**config.mk**
```make
export PLATFORM = sky130hd
export DESIGN_NAME = cwu_core
export DESIGN_NICKNAME = d
export VERILOG_FILES = /design/src/cwu_pkg.sv /design/src/cwu_core.sv
export VERILOG_INCLUDE_DIRS = /design/src
export SDC_FILE = /design/constraint.sdc
export NUM_CORES = 1
export LEC_CHECK = 0
export BUFFER_PORTS_ARGS = -buffer_cell sky130_fd_sc_hd__buf_2
export CAP_MARGIN = 30
export CORE_MARGIN = 3
export CORE_UTILIZATION = 50
export DETAILED_ROUTE_END_ITERATION = 7
export GPL_ROUTABILITY_DRIVEN = 0
export PLACE_DENSITY = 0.8
export RECOVER_POWER = 25
export REMOVE_ABC_BUFFERS = 1
export SLEW_MARGIN = 20
export SYNTH_ARGS = -nofsm -noshare
export SYNTH_HDL_FRONTEND = slang
export SYNTH_SLANG_ARGS = --single-unit
```
**constraint.sdc**
```tcl
create_clock -name clk -period 3.1 [get_ports clk]
set_clock_uncertainty 0.2 [all_clocks]
set_input_delay 0.62 -clock clk [delete_from_list [all_inputs] [get_ports clk]]
set_output_delay 0.62 -clock clk [all_outputs]
set_load 0.02 [all_outputs]
```
**src/cwu_defines.svh**
```systemverilog
// Register offsets, field positions and timing constants of the complementary waveform unit
`ifndef CWU_DEFINES_SVH
`define CWU_DEFINES_SVH

`define CWU_ADDR_W 4
`define CWU_A_CTRL0 4'h0
`define CWU_A_CTRL1 4'h1
`define CWU_A_CLK 4'h2
`define CWU_A_ISEL 4'h3
`define CWU_A_DBR 4'h4
`define CWU_A_DBF 4'h5
`define CWU_A_STEER 4'h6
`define CWU_A_SHUT 4'h7
`define CWU_A_STAT 4'h8

`define CWU_M_STEER_IMM 3'h0
`define CWU_M_STEER_SYN 3'h1
`define CWU_M_FWD 3'h2
`define CWU_M_REV 3'h3
`define CWU_M_HALF 3'h4
`define CWU_M_PUSH 3'h5

`define CWU_B_EN 7
`define CWU_B_LD 6
`define CWU_B_SHUT 7
`define CWU_B_REN 6
`define CWU_B_DBREN 6
`define CWU_B_DBFEN 6

`define CWU_FAST_OSC_MHZ 16
`define CWU_DB_ZERO 6'h00
`define CWU_RST_8 8'h00

`endif

```
**src/cwu_pkg.sv**
```systemverilog
// Types shared by the complementary waveform unit
package cwu_pkg;
  typedef struct packed {
    logic [3:0] lvl;
    logic [3:0] oe;
  } cwu_pins_t;

  typedef enum logic [2:0] {
    CWU_PP_IDLE = 3'b001,
    CWU_PP_A = 3'b010,
    CWU_PP_B = 3'b100
  } cwu_pp_t;
endpackage

```
**src/cwu_core.sv**
```systemverilog
// Complementary waveform unit core: modes, dead band, steering, shutdown, registers
//******************************************************************************
//******************************************************************************
//
// Chosen here: the address map and the plain strobed port.
`include "cwu_defines.svh"

module cwu_core (
  input wire logic clk, // System clock, 250 MHz
  input wire logic rst_b, // Asynchronous reset, active low
  input wire logic fast_osc_clk_en, // Tick of the internal fast oscillator
  input wire logic [15:0] mod_src, // Sixteen candidate modulation sources
  input wire logic [3:0] shut_src_b, // Shutdown sources, active low
  input wire logic [`CWU_ADDR_W-1:0] reg_addr, // Register address
  input wire logic [7:0] reg_wdata, // Register write data
  input wire logic reg_wr, // Write strobe
  input wire logic reg_rd, // Read strobe
  output logic [7:0] reg_rdata, // Read data, cycle after the strobe
  output cwu_pkg::cwu_pins_t pins // Output levels and enables, A in bit 0
);
  //****************************************************************************
  // Reset release
  //****************************************************************************
  logic rst_s1_q;
  logic rst_s2_q;
  always_ff @(posedge clk or negedge rst_b) begin
    if (!rst_b) begin
      rst_s1_q <= 1'b0;
      rst_s2_q <= 1'b0;
    end else begin
      rst_s1_q <= 1'b1;
      rst_s2_q <= rst_s1_q;
    end
  end
  wire rst_n = rst_s2_q;

  //****************************************************************************
  // Registers
  //****************************************************************************
  logic [7:0] ctrl0_q; // EN, LD, mode in [2:0]
  logic [7:0] ctrl1_q; // Polarity in [3:0]
  logic [7:0] clk_q; // Clock select in bit 0
  logic [7:0] input_source_select_q;
  logic [7:0] dbr_q; // Rise dead band [5:0], rise enable bit 6
  logic [7:0] dbf_q;
  logic [7:0] steer_q; // Steer bits [3:0], output enables [7:4]
  logic [7:0] shut_q; // Shutdown bit 7, restart 6, source mask [3:0], ovr lvl [5:4]
  logic [5:0] dbr_act_q;
  logic [5:0] dbf_act_q;
  logic [3:0] steer_act_q;
  logic [7:0] rdata_q;

  wire en = ctrl0_q[`CWU_B_EN];
  wire [2:0] mode = ctrl0_q[2:0];
  wire [3:0] pol = ctrl1_q[3:0];
  wire [3:0] oe_bits = steer_q[7:4];
  wire wr_c0 = reg_wr && reg_addr == `CWU_A_CTRL0;
  wire wr_c1 = reg_wr && reg_addr == `CWU_A_CTRL1;
  wire wr_ck = reg_wr && reg_addr == `CWU_A_CLK;
  wire wr_is = reg_wr && reg_addr == `CWU_A_ISEL;
  wire wr_dr = reg_wr && reg_addr == `CWU_A_DBR;
  wire wr_df = reg_wr && reg_addr == `CWU_A_DBF;
  wire wr_st = reg_wr && reg_addr == `CWU_A_STEER;
  wire wr_sh = reg_wr && reg_addr == `CWU_A_SHUT;

  //****************************************************************************
  // Generator clock tick and input path
  //****************************************************************************
  // The fast oscillator is taken as a tick so the block keeps one clock domain
  wire tick = clk_q[0] ? fast_osc_clk_en : 1'b1;
  wire sel_src = mod_src[input_source_select_q[3:0]];
  logic in_s1_q;
  logic in_s2_q;
  logic in_d_q;
  always_ff @(posedge clk or negedge rst_n) begin
    if (!rst_n) begin
      in_s1_q <= 1'b0;
      in_s2_q <= 1'b0;
      in_d_q <= 1'b0;
    end else begin
      in_s1_q <= sel_src;
      in_s2_q <= in_s1_q;
      in_d_q <= in_s2_q;
    end
  end
  wire data = in_s2_q;
  wire rise = data && !in_d_q;
  wire fall = !data && in_d_q;

  //****************************************************************************
  // Shutdown
  //****************************************************************************
  wire ext_shut = |(~shut_src_b & shut_q[3:0]);
  wire shut_act = en && (shut_q[`CWU_B_SHUT] || ext_shut);
  wire shut_clr = shut_q[`CWU_B_REN] && rise && !ext_shut;

  //****************************************************************************
  // Push-pull sequencer
  //****************************************************************************
  cwu_pkg::cwu_pp_t pp_q;
  cwu_pkg::cwu_pp_t pp_d;
  always_comb begin
    case (pp_q)
      cwu_pkg::CWU_PP_IDLE: pp_d = rise ? cwu_pkg::CWU_PP_A : cwu_pkg::CWU_PP_IDLE;
      cwu_pkg::CWU_PP_A: pp_d = rise ? cwu_pkg::CWU_PP_B : cwu_pkg::CWU_PP_A;
      cwu_pkg::CWU_PP_B: pp_d = rise ? cwu_pkg::CWU_PP_A : cwu_pkg::CWU_PP_B;
      default: pp_d = cwu_pkg::CWU_PP_IDLE;
    endcase
    if (!en || shut_act) begin
      pp_d = cwu_pkg::CWU_PP_IDLE;
    end
  end

  //****************************************************************************
  // Dead band
  //****************************************************************************
  // Half-bridge: rise delays A, fall delays B. Full-bridge: rise/reverse
  // delays B, fall/forward delays D, only on the first edge after a flip.
  logic [5:0] cnt_q;
  logic cnt_run_q;
  logic db_done_q;
  logic dir_q; // Last applied direction, 1 = reverse
  wire full = mode[2:1] == 2'b01;
  wire half = mode == `CWU_M_HALF;
  wire use_fall_half = half && fall && dbf_q[`CWU_B_DBFEN];
  wire use_rise_half = half && rise && dbr_q[`CWU_B_DBREN];
  wire flip_edge = full && rise && (mode[0] != dir_q);
  wire flip_db_en = mode[0] ? dbr_q[`CWU_B_DBREN] : dbf_q[`CWU_B_DBFEN];
  wire [5:0] db_lim = (half ? (data ? dbr_act_q : dbf_act_q)
                            : (mode[0] ? dbr_act_q : dbf_act_q));
  wire db_start = use_rise_half || use_fall_half || (flip_edge && flip_db_en);
  wire cnt_end = cnt_run_q && tick && cnt_q >= db_lim;
  always_ff @(posedge clk or negedge rst_n) begin
    if (!rst_n) begin
      cnt_q <= `CWU_DB_ZERO;
      cnt_run_q <= 1'b0;
      db_done_q <= 1'b1;
      dir_q <= 1'b0;
    end else begin
      if (db_start) begin
        cnt_q <= `CWU_DB_ZERO;
        cnt_run_q <= 1'b1;
        db_done_q <= 1'b0;
      end else if (cnt_end) begin
        cnt_run_q <= 1'b0;
        db_done_q <= 1'b1;
      end else if (cnt_run_q && tick) begin
        cnt_q <= cnt_q + 6'h01;
      end
      if (half && (rise || fall) && !db_start) begin
        db_done_q <= 1'b1;
      end
      if (full && rise) begin
        dir_q <= mode[0];
      end
      if (!full && !half) begin
        cnt_run_q <= 1'b0;
        db_done_q <= 1'b1;
      end
    end
  end

  //****************************************************************************
  // Register writes and shadow loads
  //****************************************************************************
  always_ff @(posedge clk or negedge rst_n) begin
    if (!rst_n) begin
      ctrl0_q <= `CWU_RST_8;
      ctrl1_q <= `CWU_RST_8;
      clk_q <= `CWU_RST_8;
      input_source_select_q <= `CWU_RST_8;
      dbr_q <= `CWU_RST_8;
      dbf_q <= `CWU_RST_8;
      steer_q <= `CWU_RST_8;
      shut_q <= `CWU_RST_8;
      dbr_act_q <= `CWU_DB_ZERO;
      dbf_act_q <= `CWU_DB_ZERO;
      steer_act_q <= 4'h0;
      pp_q <= cwu_pkg::CWU_PP_IDLE;
    end else begin
      pp_q <= pp_d;
      if (wr_c0) begin
        ctrl0_q <= reg_wdata;
      end else if (fall) begin
        ctrl0_q[`CWU_B_LD] <= 1'b0;
      end
      if (wr_c1) begin
        ctrl1_q <= reg_wdata;
      end
      if (wr_ck) begin
        clk_q <= reg_wdata;
      end
      if (wr_is) begin
        input_source_select_q <= reg_wdata;
      end
      if (wr_dr) begin
        dbr_q <= reg_wdata;
      end
      if (wr_df) begin
        dbf_q <= reg_wdata;
      end
      if (wr_st) begin
        steer_q <= reg_wdata;
      end
      // Auto-restart clear loses to a same-cycle software set
      if (wr_sh) begin
        shut_q <= reg_wdata;
      end else if (shut_clr) begin
        shut_q[`CWU_B_SHUT] <= 1'b0;
      end
      if (!en || (ctrl0_q[`CWU_B_LD] && fall)) begin
        dbr_act_q <= dbr_q[5:0];
        dbf_act_q <= dbf_q[5:0];
      end
      if (mode == `CWU_M_STEER_SYN) begin
        if (rise) begin
          steer_act_q <= steer_q[3:0];
        end
      end else begin
        steer_act_q <= steer_q[3:0];
      end
    end
  end

  //****************************************************************************
  // Waveform selection
  //****************************************************************************
  // The edge cycle itself is gated: the registered done flag drops one clock late
  wire a_hb = data && (!dbr_q[`CWU_B_DBREN] || (db_done_q && !rise));
  wire b_hb = !data && (!dbf_q[`CWU_B_DBFEN] || (db_done_q && !fall));
  wire pa = data && pp_q == cwu_pkg::CWU_PP_A;
  wire pb = data && pp_q == cwu_pkg::CWU_PP_B;
  wire fb_hold = (flip_edge && flip_db_en) || !db_done_q;
  logic [3:0] act; // Active-high waveform before polarity
  always_comb begin
    case (mode)
      `CWU_M_HALF: act = {b_hb, a_hb, b_hb, a_hb};
      `CWU_M_PUSH: act = {pb, pa, pb, pa};
      `CWU_M_FWD: act = {data && !fb_hold, 1'b0, 1'b0, 1'b1};
      `CWU_M_REV: act = {1'b0, 1'b1, data && !fb_hold, 1'b0};
      `CWU_M_STEER_IMM,
      `CWU_M_STEER_SYN: act = steer_act_q & {4{data}};
      default: act = 4'h0;
    endcase
  end
  // Override levels bypass polarity; in steering only steered pins shut down
  wire [3:0] ovr = {shut_q[5], shut_q[4], shut_q[5], shut_q[4]};
  wire steer_mode = mode[2:1] == 2'b00;
  wire [3:0] shut_mask = steer_mode ? steer_act_q : 4'hf;
  wire [3:0] steer_fix = 4'h0; // Fixed level of unsteered pins
  logic [3:0] lvl;
  always_comb begin
    for (int i = 0; i < 4; i++) begin
      lvl[i] = pol[i] ? act[i] : !act[i];
      if (steer_mode && !steer_act_q[i]) begin
        lvl[i] = steer_fix[i];
      end
      if (shut_act && shut_mask[i]) begin
        lvl[i] = ovr[i];
      end
    end
  end

  always_ff @(posedge clk or negedge rst_n) begin
    if (!rst_n) begin
      pins <= '0;
    end else begin
      pins.lvl <= en ? lvl : 4'h0;
      pins.oe <= en ? oe_bits : 4'h0;
    end
  end

  //****************************************************************************
  // Register reads
  //****************************************************************************
  wire [7:0] stat = {shut_act, 3'h0, pins.lvl};
  logic [7:0] rmux;
  always_comb begin
    case (reg_addr)
      `CWU_A_CTRL0: rmux = ctrl0_q;
      `CWU_A_CTRL1: rmux = ctrl1_q;
      `CWU_A_CLK: rmux = clk_q;
      `CWU_A_ISEL: rmux = {4'h0, input_source_select_q[3:0]};
      `CWU_A_DBR: rmux = dbr_q;
      `CWU_A_DBF: rmux = dbf_q;
      `CWU_A_STEER: rmux = steer_q;
      `CWU_A_SHUT: rmux = shut_q;
      `CWU_A_STAT: rmux = stat;
      default: rmux = `CWU_RST_8;
    endcase
  end
  always_ff @(posedge clk or negedge rst_n) begin
    if (!rst_n) begin
      rdata_q <= `CWU_RST_8;
    end else begin
      rdata_q <= reg_rd ? rmux : `CWU_RST_8;
    end
  end
  assign reg_rdata = rdata_q;

  //****************************************************************************
  // Assertions
  //****************************************************************************
  a_disabled_quiet: assert property (@(posedge clk) disable iff (!rst_n)
    !$past(en) |-> pins.oe == 4'h0 && pins.lvl == 4'h0)
    else $error("outputs active while disabled");
  a_pp_reset: assert property (@(posedge clk) disable iff (!rst_n)
    (!en || shut_act) |=> pp_q == cwu_pkg::CWU_PP_IDLE)
    else $error("push-pull not reset");
  a_pp_first_a: assert property (@(posedge clk) disable iff (!rst_n)
    (pp_q == cwu_pkg::CWU_PP_IDLE && rise && en && !shut_act) |=> pp_q == cwu_pkg::CWU_PP_A)
    else $error("first pulse not on A");
  a_fwd_static: assert property (@(posedge clk) disable iff (!rst_n)
    (mode == `CWU_M_FWD && en && !shut_act && pol == 4'hf) |=> pins.lvl[2:0] == 3'b001)
    else $error("forward static levels wrong");
  a_rev_static: assert property (@(posedge clk) disable iff (!rst_n)
    (mode == `CWU_M_REV && en && !shut_act && pol == 4'hf) |=> pins.lvl[3] == 1'b0 &&
    pins.lvl[2] == 1'b1 && pins.lvl[0] == 1'b0)
    else $error("reverse static levels wrong");
  a_sync_steer: assert property (@(posedge clk) disable iff (!rst_n)
    (mode == `CWU_M_STEER_SYN && !rise) |=> $stable(steer_act_q))
    else $error("steering changed without edge");
  a_imm_steer: assert property (@(posedge clk) disable iff (!rst_n)
    (mode == `CWU_M_STEER_IMM && wr_st) |=> ##1 steer_act_q == $past(reg_wdata[3:0], 2))
    else $error("immediate steering late");
  a_shut_ovr: assert property (@(posedge clk) disable iff (!rst_n)
    (shut_act && !steer_mode) |=> pins.lvl == $past(ovr))
    else $error("shutdown override missing");
  a_oe_follow: assert property (@(posedge clk) disable iff (!rst_n)
    en |=> pins.oe == $past(oe_bits))
    else $error("output enable mismatch");
  a_db_rise_hold: assert property (@(posedge clk) disable iff (!rst_n)
    (half && en && !shut_act && pol == 4'hf && dbr_q[`CWU_B_DBREN] && rise) |=>
    !pins.lvl[0])
    else $error("rising dead band not held");
  a_flip_hold: assert property (@(posedge clk) disable iff (!rst_n)
    (flip_edge && flip_db_en && en && !shut_act && pol == 4'hf) |=>
    !pins.lvl[1] && !pins.lvl[3])
    else $error("modulated leg active on direction change");
  a_restart_clr: assert property (@(posedge clk) disable iff (!rst_n)
    (shut_clr && !wr_sh) |=> !shut_q[`CWU_B_SHUT])
    else $error("auto restart did not clear shutdown");
  c_restart: cover property (@(posedge clk) shut_clr && shut_q[`CWU_B_SHUT]);
  c_push_pull: cover property (@(posedge clk) pp_q == cwu_pkg::CWU_PP_A ##[1:200]
    pp_q == cwu_pkg::CWU_PP_B);
  c_dir_flip: cover property (@(posedge clk) flip_edge);
  c_shutdown: cover property (@(posedge clk) shut_act && en);
  c_db_run: cover property (@(posedge clk) cnt_end);
endmodule

```
==> results of run 1 <==
-- where the power goes --
group / switching, W / internal (W) / total [W]
clock network: 0.000516 / 0.000313 / 0.000830
registers: 0.000331 / 0.00177 / 0.00210
logic: 0.000577 / 0.000596 / 0.00117
-- cells by family (layout without fill, tap and decap cells) --
kind of cell,Yosys count,count (layout)
AOI/OAI and AO/OA,70,70
xor gates and xnor gates,5,5
adders and majority gates,9,9
buffers and inverters,30,89
DFF,109,109
muxes,102,102
other,1,1
and+or+nand+nor,107,107
-- layout make-up --
class,instances,area share (%)
Timing Repair Buffer,61,5.45
Inverter,12,0.745
Clock buffer,9,2.05
Sequential cell,109,45.2
Clock inverter,7,1.14
Multi-Input combinational cell,294,42.6
Tap cell,136,2.82
-- synth_stat cells, types with 9 or more instances --
master and number:
nor2_1 12, mux2i_1 18, nand2_1 20, nor3_1 14, ha_1 9, o21ai_0 17
buf_2 11, a21oi_1 11, inv_1 12, dfrtp_1 107, mux2_2 32, mux2_1 36
nand2b_1 10
-- critical path: cells and delay by family (launching register included) --
family	cells	cell delay (ns)
adders and majority gates	1	0.27
and+or+nand+nor	3	0.79
muxes	1	0.21
DFF	1	0.45
buffers and inverters	1	0.18
AOI/OAI and AO/OA	4	0.71
-- worst paths after layout --
kind                             end  slack [ns]  cells after the start
hold / removal                 rst_n        0.17                      0
setup / recovery            cnt_q[3]        0.23                     10
hold reg to reg                rst_n        0.17                      0
setup reg to reg            cnt_q[3]        0.23                     10
min in group asynchronous      rst_n        0.35                      2
max in group asynchronous  db_done_q        0.70                      1
-- registers in the layout, indices dropped and copies added, names as in the netlist, 6 cells and up --
| name | cells |
|---|---|
| ctrl0_q | 8 |
| steer_q | 8 |
| shut_q | 8 |
| dbr_act_q | 6 |
| cnt_q | 6 |
| dbf_q | 8 |
| pins | 8 |
| ctrl1_q | 8 |
| dbr_q | 8 |
| dbf_act_q | 6 |
| reg_rdata | 8 |
| clk_q | 8 |
-- metrics by stage --
step                      util [%]  setup TNS [ns]  instance area [um^2]  instances  worst slack (ns)
after floorplan                  -          -37.65                  5350        415            -0.358
after global placement        55.7               0                  5830        609             0.326
after detailed placement      55.7               0                  5830        609             0.127
after CTS                     57.6               0                  6030        626             0.103
after global routing          57.7               0                  6040        628            0.0136
final                         57.7               0                  6040        628             0.233
-- repair_timing --
action                                 CTS  global route
hold buffers                             1             0
resized for setup                        0             1
buffers inserted                         0             2
setup endpoints to repair                0             4
endpoints found under the hold margin    2             0
-- layer usage --
| metal | up-vias | GRT usage, % |
|---|---|---|
| met5 | - | 0 |
| met4 | 0 | 5.91 |
| met3 | 20 | 4.38 |
| met2 | 123 | 33.3 |
| met1 | 1949 | 30.2 |
| li1 | 1708 | - |
==> qor.txt, run 1 <==
POWER
----------------------------------------------------------------------------
Worst vdd ir ..................................................       382 uV
Power per Cell Area ...........................................  679 mW/mm^2
Leakage dissipation ...........................................      2.78 nW
Design Power ..................................................    0.00410 W

YOSYS
----------------------------------------------------------------------------
Mapped Cells ..................................................          433
Area share of the largest cell type after synthesis ...........        49.1%
Area contributors post-synth .................................. dfrtp_1 49%, mux2_1 7.4%, mux2_2 6.6%, mux2i_1 3.3%, mux4_2 3.3%
Mux contribution to synthesized area ..........................        23.1%
Synth Area in Adders ..........................................        2.07%
Unique cell type count in the Yosys netlist ...................           67
Compound-Gate Fraction of Synth Area ..........................        8.91%
Seq/Total Area, Yosys .........................................        50.1%
Yosys reg bits ................................................          109
Share of synthesized cell area in and, or, nand and nor gates .        12.3%
Dominant combinational cell family by area after synthesis .... multiplexers
Number of synthesized flops with an enable pin ................            0
Post-synthesis average cell area ..............................    12.6 um^2
Leading area contributor after synthesis ......................      dfrtp_1
Cell area after technology mapping ............................ 0.00545 mm^2
Most common flop cell mapped by yosys .........................      dfrtp_1
Synthesis Warnings ............................................            0
Post-synthesis async set-or-reset flop share ..................         100%
Post-synthesis share of cell area spent on xor and xnor gates .       0.803%

WORST SETUP PATH
----------------------------------------------------------------------------
Cell with the largest stage delay on the worst path ...........      dfrtp_1
CP cell instances ............................................. nand3b_1, nor2b_2, buf_4, mux2i_1, ha_1, a21o_1, a31oi_1, o211ai_2, or3_1, a21oi_1
Critical Path Start ...........................................         data
WS Path Type .................................................. flop to flop
Nature of the critical path startpoint ........................         flop
Startpoint of the worst register-to-register path .............         data
Biggest fanout along the worst timing path ....................            8
Crit path largest cell delay ..................................      0.45 ns
Category of the worst setup path capture point ................         flop
Required time of the critical path ............................      3.20 ns
Critical Path AT ..............................................      2.97 ns

PLACEMENT
----------------------------------------------------------------------------
# port buffers ................................................           52
DP HPWL .......................................................      9280 um

DIE
----------------------------------------------------------------------------
Vertical die dimension ........................................       110 um
Std cell rows .................................................           37
Initial core utilization ......................................        52.1%
Horiz. Die Dim ................................................       110 um
Floorplan die area ............................................  0.0122 mm^2
Number of top-level pins ......................................           53
Floorplan core area ...........................................  0.0105 mm^2

ROUTING
----------------------------------------------------------------------------
Routed length on met2 .........................................      5950 um
DRC ...........................................................            0
Met3 Routed Length ............................................       601 um
Via density per instance ......................................         6.05
Vias ..........................................................         3800
Post-detailed-route wirelength per cell .......................      19.7 um
Number of iterations in the first detailed-routing pass .......            5
Highest metal used ............................................         met4
Count of antenna-violating nets left after detailed routing ...            0
Final routed wirelength across all metal layers ...............     12400 um
Wire length on met1 ...........................................      5550 um
First-iteration detailed-routing DRC count ....................          273

STA
----------------------------------------------------------------------------
Worst-margin pin slew .........................................      2.05 ns
Unrepaired setup endpoints after global routing ...............           no
Fmax ..........................................................    0.349 GHz
Final setup violation count ...................................            0
Final number of max-transition violations .....................           53
Worst Hold Margin .............................................     0.172 ns
Final count of hold timing violations .........................            0
Clock period minus worst slack ................................      2.87 ns
Normalized max-slew margin ....................................       -36.5%
Share of the clock period used by the worst path after layout .        92.5%

CLOCKING
----------------------------------------------------------------------------
Clock latency at the later pin of the worst-skew pair .........      0.37 ns
Maximum level of the CTS H-tree ...............................            3
Cts bufs inserted .............................................            9
Clock slew at reported path FFs ...............................      0.11 ns
Num Clock Sinks ...............................................          109
Maximum clock insertion buffer count ..........................            2
TritonCTS clock tree ..........................................        built
CTS root buffer ...............................................     clkbuf_8

GLOBAL ROUTE
----------------------------------------------------------------------------
Antenna violations before repair ..............................            0
Via count of the first global-routing pass ....................         3915
Maximum number of pins on one net before global-route repair ..           53
Wire length of the first global-routing pass ..................     20900 um
Overall routing resource usage ................................        21.2%
Total congestion overflow .....................................            0

WORST HOLD PATH
----------------------------------------------------------------------------
Beginning of the worst hold path ..............................     rst_s1_q
Type of the tightest min-delay check .......................... flop to flop

FINISH
----------------------------------------------------------------------------
Area of combinational cells with multiple inputs .............. 0.00257 mm^2
Antenna diode count ...........................................            0
P&R area growth vs syn ........................................        10.8%
Area occupied by registers .................................... 0.00273 mm^2
Fraction of final layout cells sized beyond drive strength 1 ..        28.9%
Commonest cells after routing, fill and taps aside ............ 107 x dfrtp_1, 51 x buf_2, 36 x mux2_1
Number of nets in the layout ..................................          533
FILL cells ....................................................          885
Most common cell after layout, fill and taps aside ............      dfrtp_1

FLOW RUN
----------------------------------------------------------------------------
Max Cap Viol ..................................................            1

RUN STATUS
----------------------------------------------------------------------------
Failing checks ................................................ max-capacitance violations, max-slew violations
Run status .................................................... complete, but fails checks

No activity file was read; power rests on OpenSTA's default activity.
==> run 2, diff against run 1 <==
--- a/config.mk
+++ b/config.mk
@@ -12,7 +12,7 @@
 export CORE_UTILIZATION = 50
 export DETAILED_ROUTE_END_ITERATION = 7
 export GPL_ROUTABILITY_DRIVEN = 0
-export PLACE_DENSITY = 0.8
+export PLACE_DENSITY = 0.77
 export RECOVER_POWER = 25
 export REMOVE_ABC_BUFFERS = 1
 export SLEW_MARGIN = 20
==> constraint.sdc (replaced) <==
create_clock -name clk -period 3.6 [get_ports clk]
set_clock_uncertainty 0.2 [all_clocks]
set_input_delay 0.72 -clock clk [delete_from_list [all_inputs] [get_ports clk]]
set_output_delay 0.72 -clock clk [all_outputs]
set_load 0.02 [all_outputs]
==> run 2 against run 1 <==
The run still ends with max-capacitance violations, max-slew violations left. Utilization decreased by 0.18 points. Highest routed layer unchanged. Clock power decreased by 6.7%. Register-to-register slack improved by 0.24 ns. Critical path type unchanged. Die area unchanged. Hold slack got worse by 0.012 ns. Power decreased by 13%. Cell count decreased by 0.64%. Non-clock buffer count decreased by 4. Wire length about the same. Sequential cell count unchanged. Via count decreased by 1.6%.
==> qor.txt, run 2 (same netlist as run 1, synthesis figures left out) <==
WORST SETUP PATH
----------------------------------------------------------------------------
Required time of the critical path ............................      3.71 ns   was 3.20 ns
Capture point of the worst reg-to-reg path ....................     cnt_q[5]   was cnt_q[3]
R2R cell count ................................................           10   unchanged
Termination of the worst setup path ...........................     cnt_q[5]   was cnt_q[3]
WS Path Type .................................................. flop to flop   unchanged
Critical Path AT ..............................................      3.24 ns   was 2.97 ns
Reg2Reg Setup Slack ...........................................      0.47 ns   was 0.23 ns
Startpoint of the worst register-to-register path .............   ctrl0_q[2]   was data
Category of the worst setup path capture point ................         flop   unchanged
Biggest fanout along the worst timing path ....................           15   was 8
Critical Path Start ...........................................   ctrl0_q[2]   was data
Nature of the critical path startpoint ........................         flop   unchanged

DIE
----------------------------------------------------------------------------
Number of top-level pins ......................................           53   unchanged
Horiz. Die Dim ................................................       110 um   unchanged
Floorplan die area ............................................  0.0122 mm^2   unchanged
Floorplan core area ...........................................  0.0105 mm^2   unchanged
Initial core utilization ......................................        52.1%   unchanged
Vertical die dimension ........................................       110 um   unchanged
Std cell rows .................................................           37   unchanged

FINISH
----------------------------------------------------------------------------
Number of nets in the layout ..................................          529   was 533
Post-route core utilization ...................................        57.6%   was 57.7%
P&R area growth vs syn ........................................        10.5%   was 10.8%
Antenna diode count ...........................................            0   unchanged
Commonest cells after routing, fill and taps aside ............ 107 x dfrtp_1, 51 x buf_2, 36 x mux2_1   unchanged
Non-Filler Cell Area, Final ................................... 0.00602 mm^2   was 0.00604 mm^2
Most common cell after layout, fill and taps aside ............      dfrtp_1   unchanged
Fraction of final layout cells sized beyond drive strength 1 ..        28.1%   was 28.9%

GLOBAL ROUTE
----------------------------------------------------------------------------
Via count of the first global-routing pass ....................         3848   was 3915
Overall routing resource usage ................................        21.0%   was 21.2%
Antenna violations before repair ..............................            0   unchanged
Maximum number of pins on one net before global-route repair ..           64   was 53
Total congestion overflow .....................................            0   unchanged
Wire length of the first global-routing pass ..................     20500 um   was 20900 um

ROUTING
----------------------------------------------------------------------------
DRC ...........................................................            0   unchanged
First-iteration detailed-routing DRC count ....................          205   was 273
Final routed wirelength across all metal layers ...............     12400 um   about the same
Post-detailed-route wirelength per cell .......................      19.9 um   was 19.7 um
Via density per instance ......................................         5.99   was 6.05
Count of antenna-violating nets left after detailed routing ...            0   unchanged
Vias ..........................................................         3738   was 3800
Number of iterations in the first detailed-routing pass .......            4   was 5

PLACEMENT
----------------------------------------------------------------------------
# port buffers ................................................           52   unchanged
Post-place setup slack ........................................     0.481 ns   was 0.127 ns
DP HPWL .......................................................      9220 um   was 9280 um
Placed cell areas ............................................. 0.00582 mm^2   was 0.00583 mm^2

CLOCKING
----------------------------------------------------------------------------
Num Clock Sinks ...............................................          109   unchanged
Maximum clock insertion buffer count ..........................            2   unchanged
Clock slew at reported path FFs ...............................      0.11 ns   about the same
Post-CTS Resized ..............................................            0   unchanged
Buffer count from post-CTS setup fixing .......................            0   unchanged
Clock latency at the later pin of the worst-skew pair .........      0.38 ns   was 0.37 ns
Maximum level of the CTS H-tree ...............................            3   unchanged
Cts-stage hold buffer count ...................................            1   unchanged
Cts bufs inserted .............................................            9   unchanged
CTS root buffer ...............................................     clkbuf_8   unchanged
TritonCTS clock tree ..........................................        built   unchanged

WORST HOLD PATH
----------------------------------------------------------------------------
Type of the tightest min-delay check .......................... flop to flop   unchanged
Beginning of the worst hold path ..............................     rst_s1_q   unchanged

STA
----------------------------------------------------------------------------
Worst Hold Margin .............................................     0.160 ns   was 0.172 ns
Unrepaired setup endpoints after global routing ...............           no   unchanged
Aggregate negative setup slack ................................         0 ns   unchanged
Final Worst Setup Slack .......................................     0.469 ns   was 0.233 ns
Worst-margin pin slew .........................................      1.79 ns   was 2.05 ns
Normalized max-slew margin ....................................       -19.3%   was -36.5%
Final count of hold timing violations .........................            0   unchanged
Clock period minus worst slack ................................      3.13 ns   was 2.87 ns
Final number of max-transition violations .....................           46   was 53
Fmax ..........................................................    0.319 GHz   was 0.349 GHz
Final setup violation count ...................................            0   unchanged
Share of the clock period used by the worst path after layout .        87.0%   was 92.5%

FLOW RUN
----------------------------------------------------------------------------
Max Cap Viol ..................................................            1   unchanged

RUN STATUS
----------------------------------------------------------------------------
Run status .................................................... complete, but fails checks   unchanged
Failing checks ................................................ max-capacitance violations, max-slew violations   unchanged

POWER
----------------------------------------------------------------------------
Worst vdd ir ..................................................       309 uV   was 382 uV
Leakage dissipation ...........................................      2.77 nW   was 2.78 nW
Power per Cell Area ...........................................  594 mW/mm^2   was 679 mW/mm^2

run 2: report_power, final:
group / switching [W] / internal [W] / leakage [nW]
clock network: 0.000428 / 0.000346 / 0.103
logic: 0.000482 / 0.000505 / 1.29
registers: 0.000295 / 0.00152 / 1.37
total: 0.00120 / 0.00237 / 2.77
run 2: cell type report:
type | instances | area, um^2
Inverter | 12 | 45.0
Tap cell | 136 | 170
Sequential cell | 109 | 2730
Clock inverter | 6 | 68.8
Timing Repair Buffer | 57 | 299
Fill cell | 890 | 4440
Clock buffer | 10 | 138
Multi-Input combinational cell | 294 | 2570
run 2: routing by layer:
layer / vias up / part of all wire [%] / global-route usage (%)
li1: 1701 / - / -
met1: 1893 / 43 / 29.4
met2: 125 / 48 / 33.1
met3: 19 / 6.5 / 4.11
met4: 0 / 2.2 / 7.14
met5: - / 0 / 0
run 2: through the flow:
stage | std cells | total power [W]
final | 624 | 0.00358
after global placement | 607 | 0.00276
after detailed placement | 607 | 0.00283
after CTS | 624 | 0.00360
after global routing | 624 | 0.00379
after floorplan | 415 | 0.00246
run 2: critical path, stage by stage (launching register included):
cell      delay (ns)
dfrtp_1         0.55
nand3b_1        0.23
nor2b_1         0.22
buf_4           0.20
mux2i_1         0.22
ha_1            0.27
a21o_1          0.17
a31oi_1         0.21
o211ai_2        0.23
or3_1           0.40
a21oi_1         0.16
run 2: how the worst min path moves through the flow:
stage / end / slack, ns / depth (start not counted)
floorplan: data / 0.13 / 0
global placement: rst_n / 0.14 / 0
detailed placement: rst_n / 0.14 / 0
CTS: dbf_act_q[3] / 0.16 / 0
global route: rst_n / 0.19 / 0
finish: rst_n / 0.16 / 0
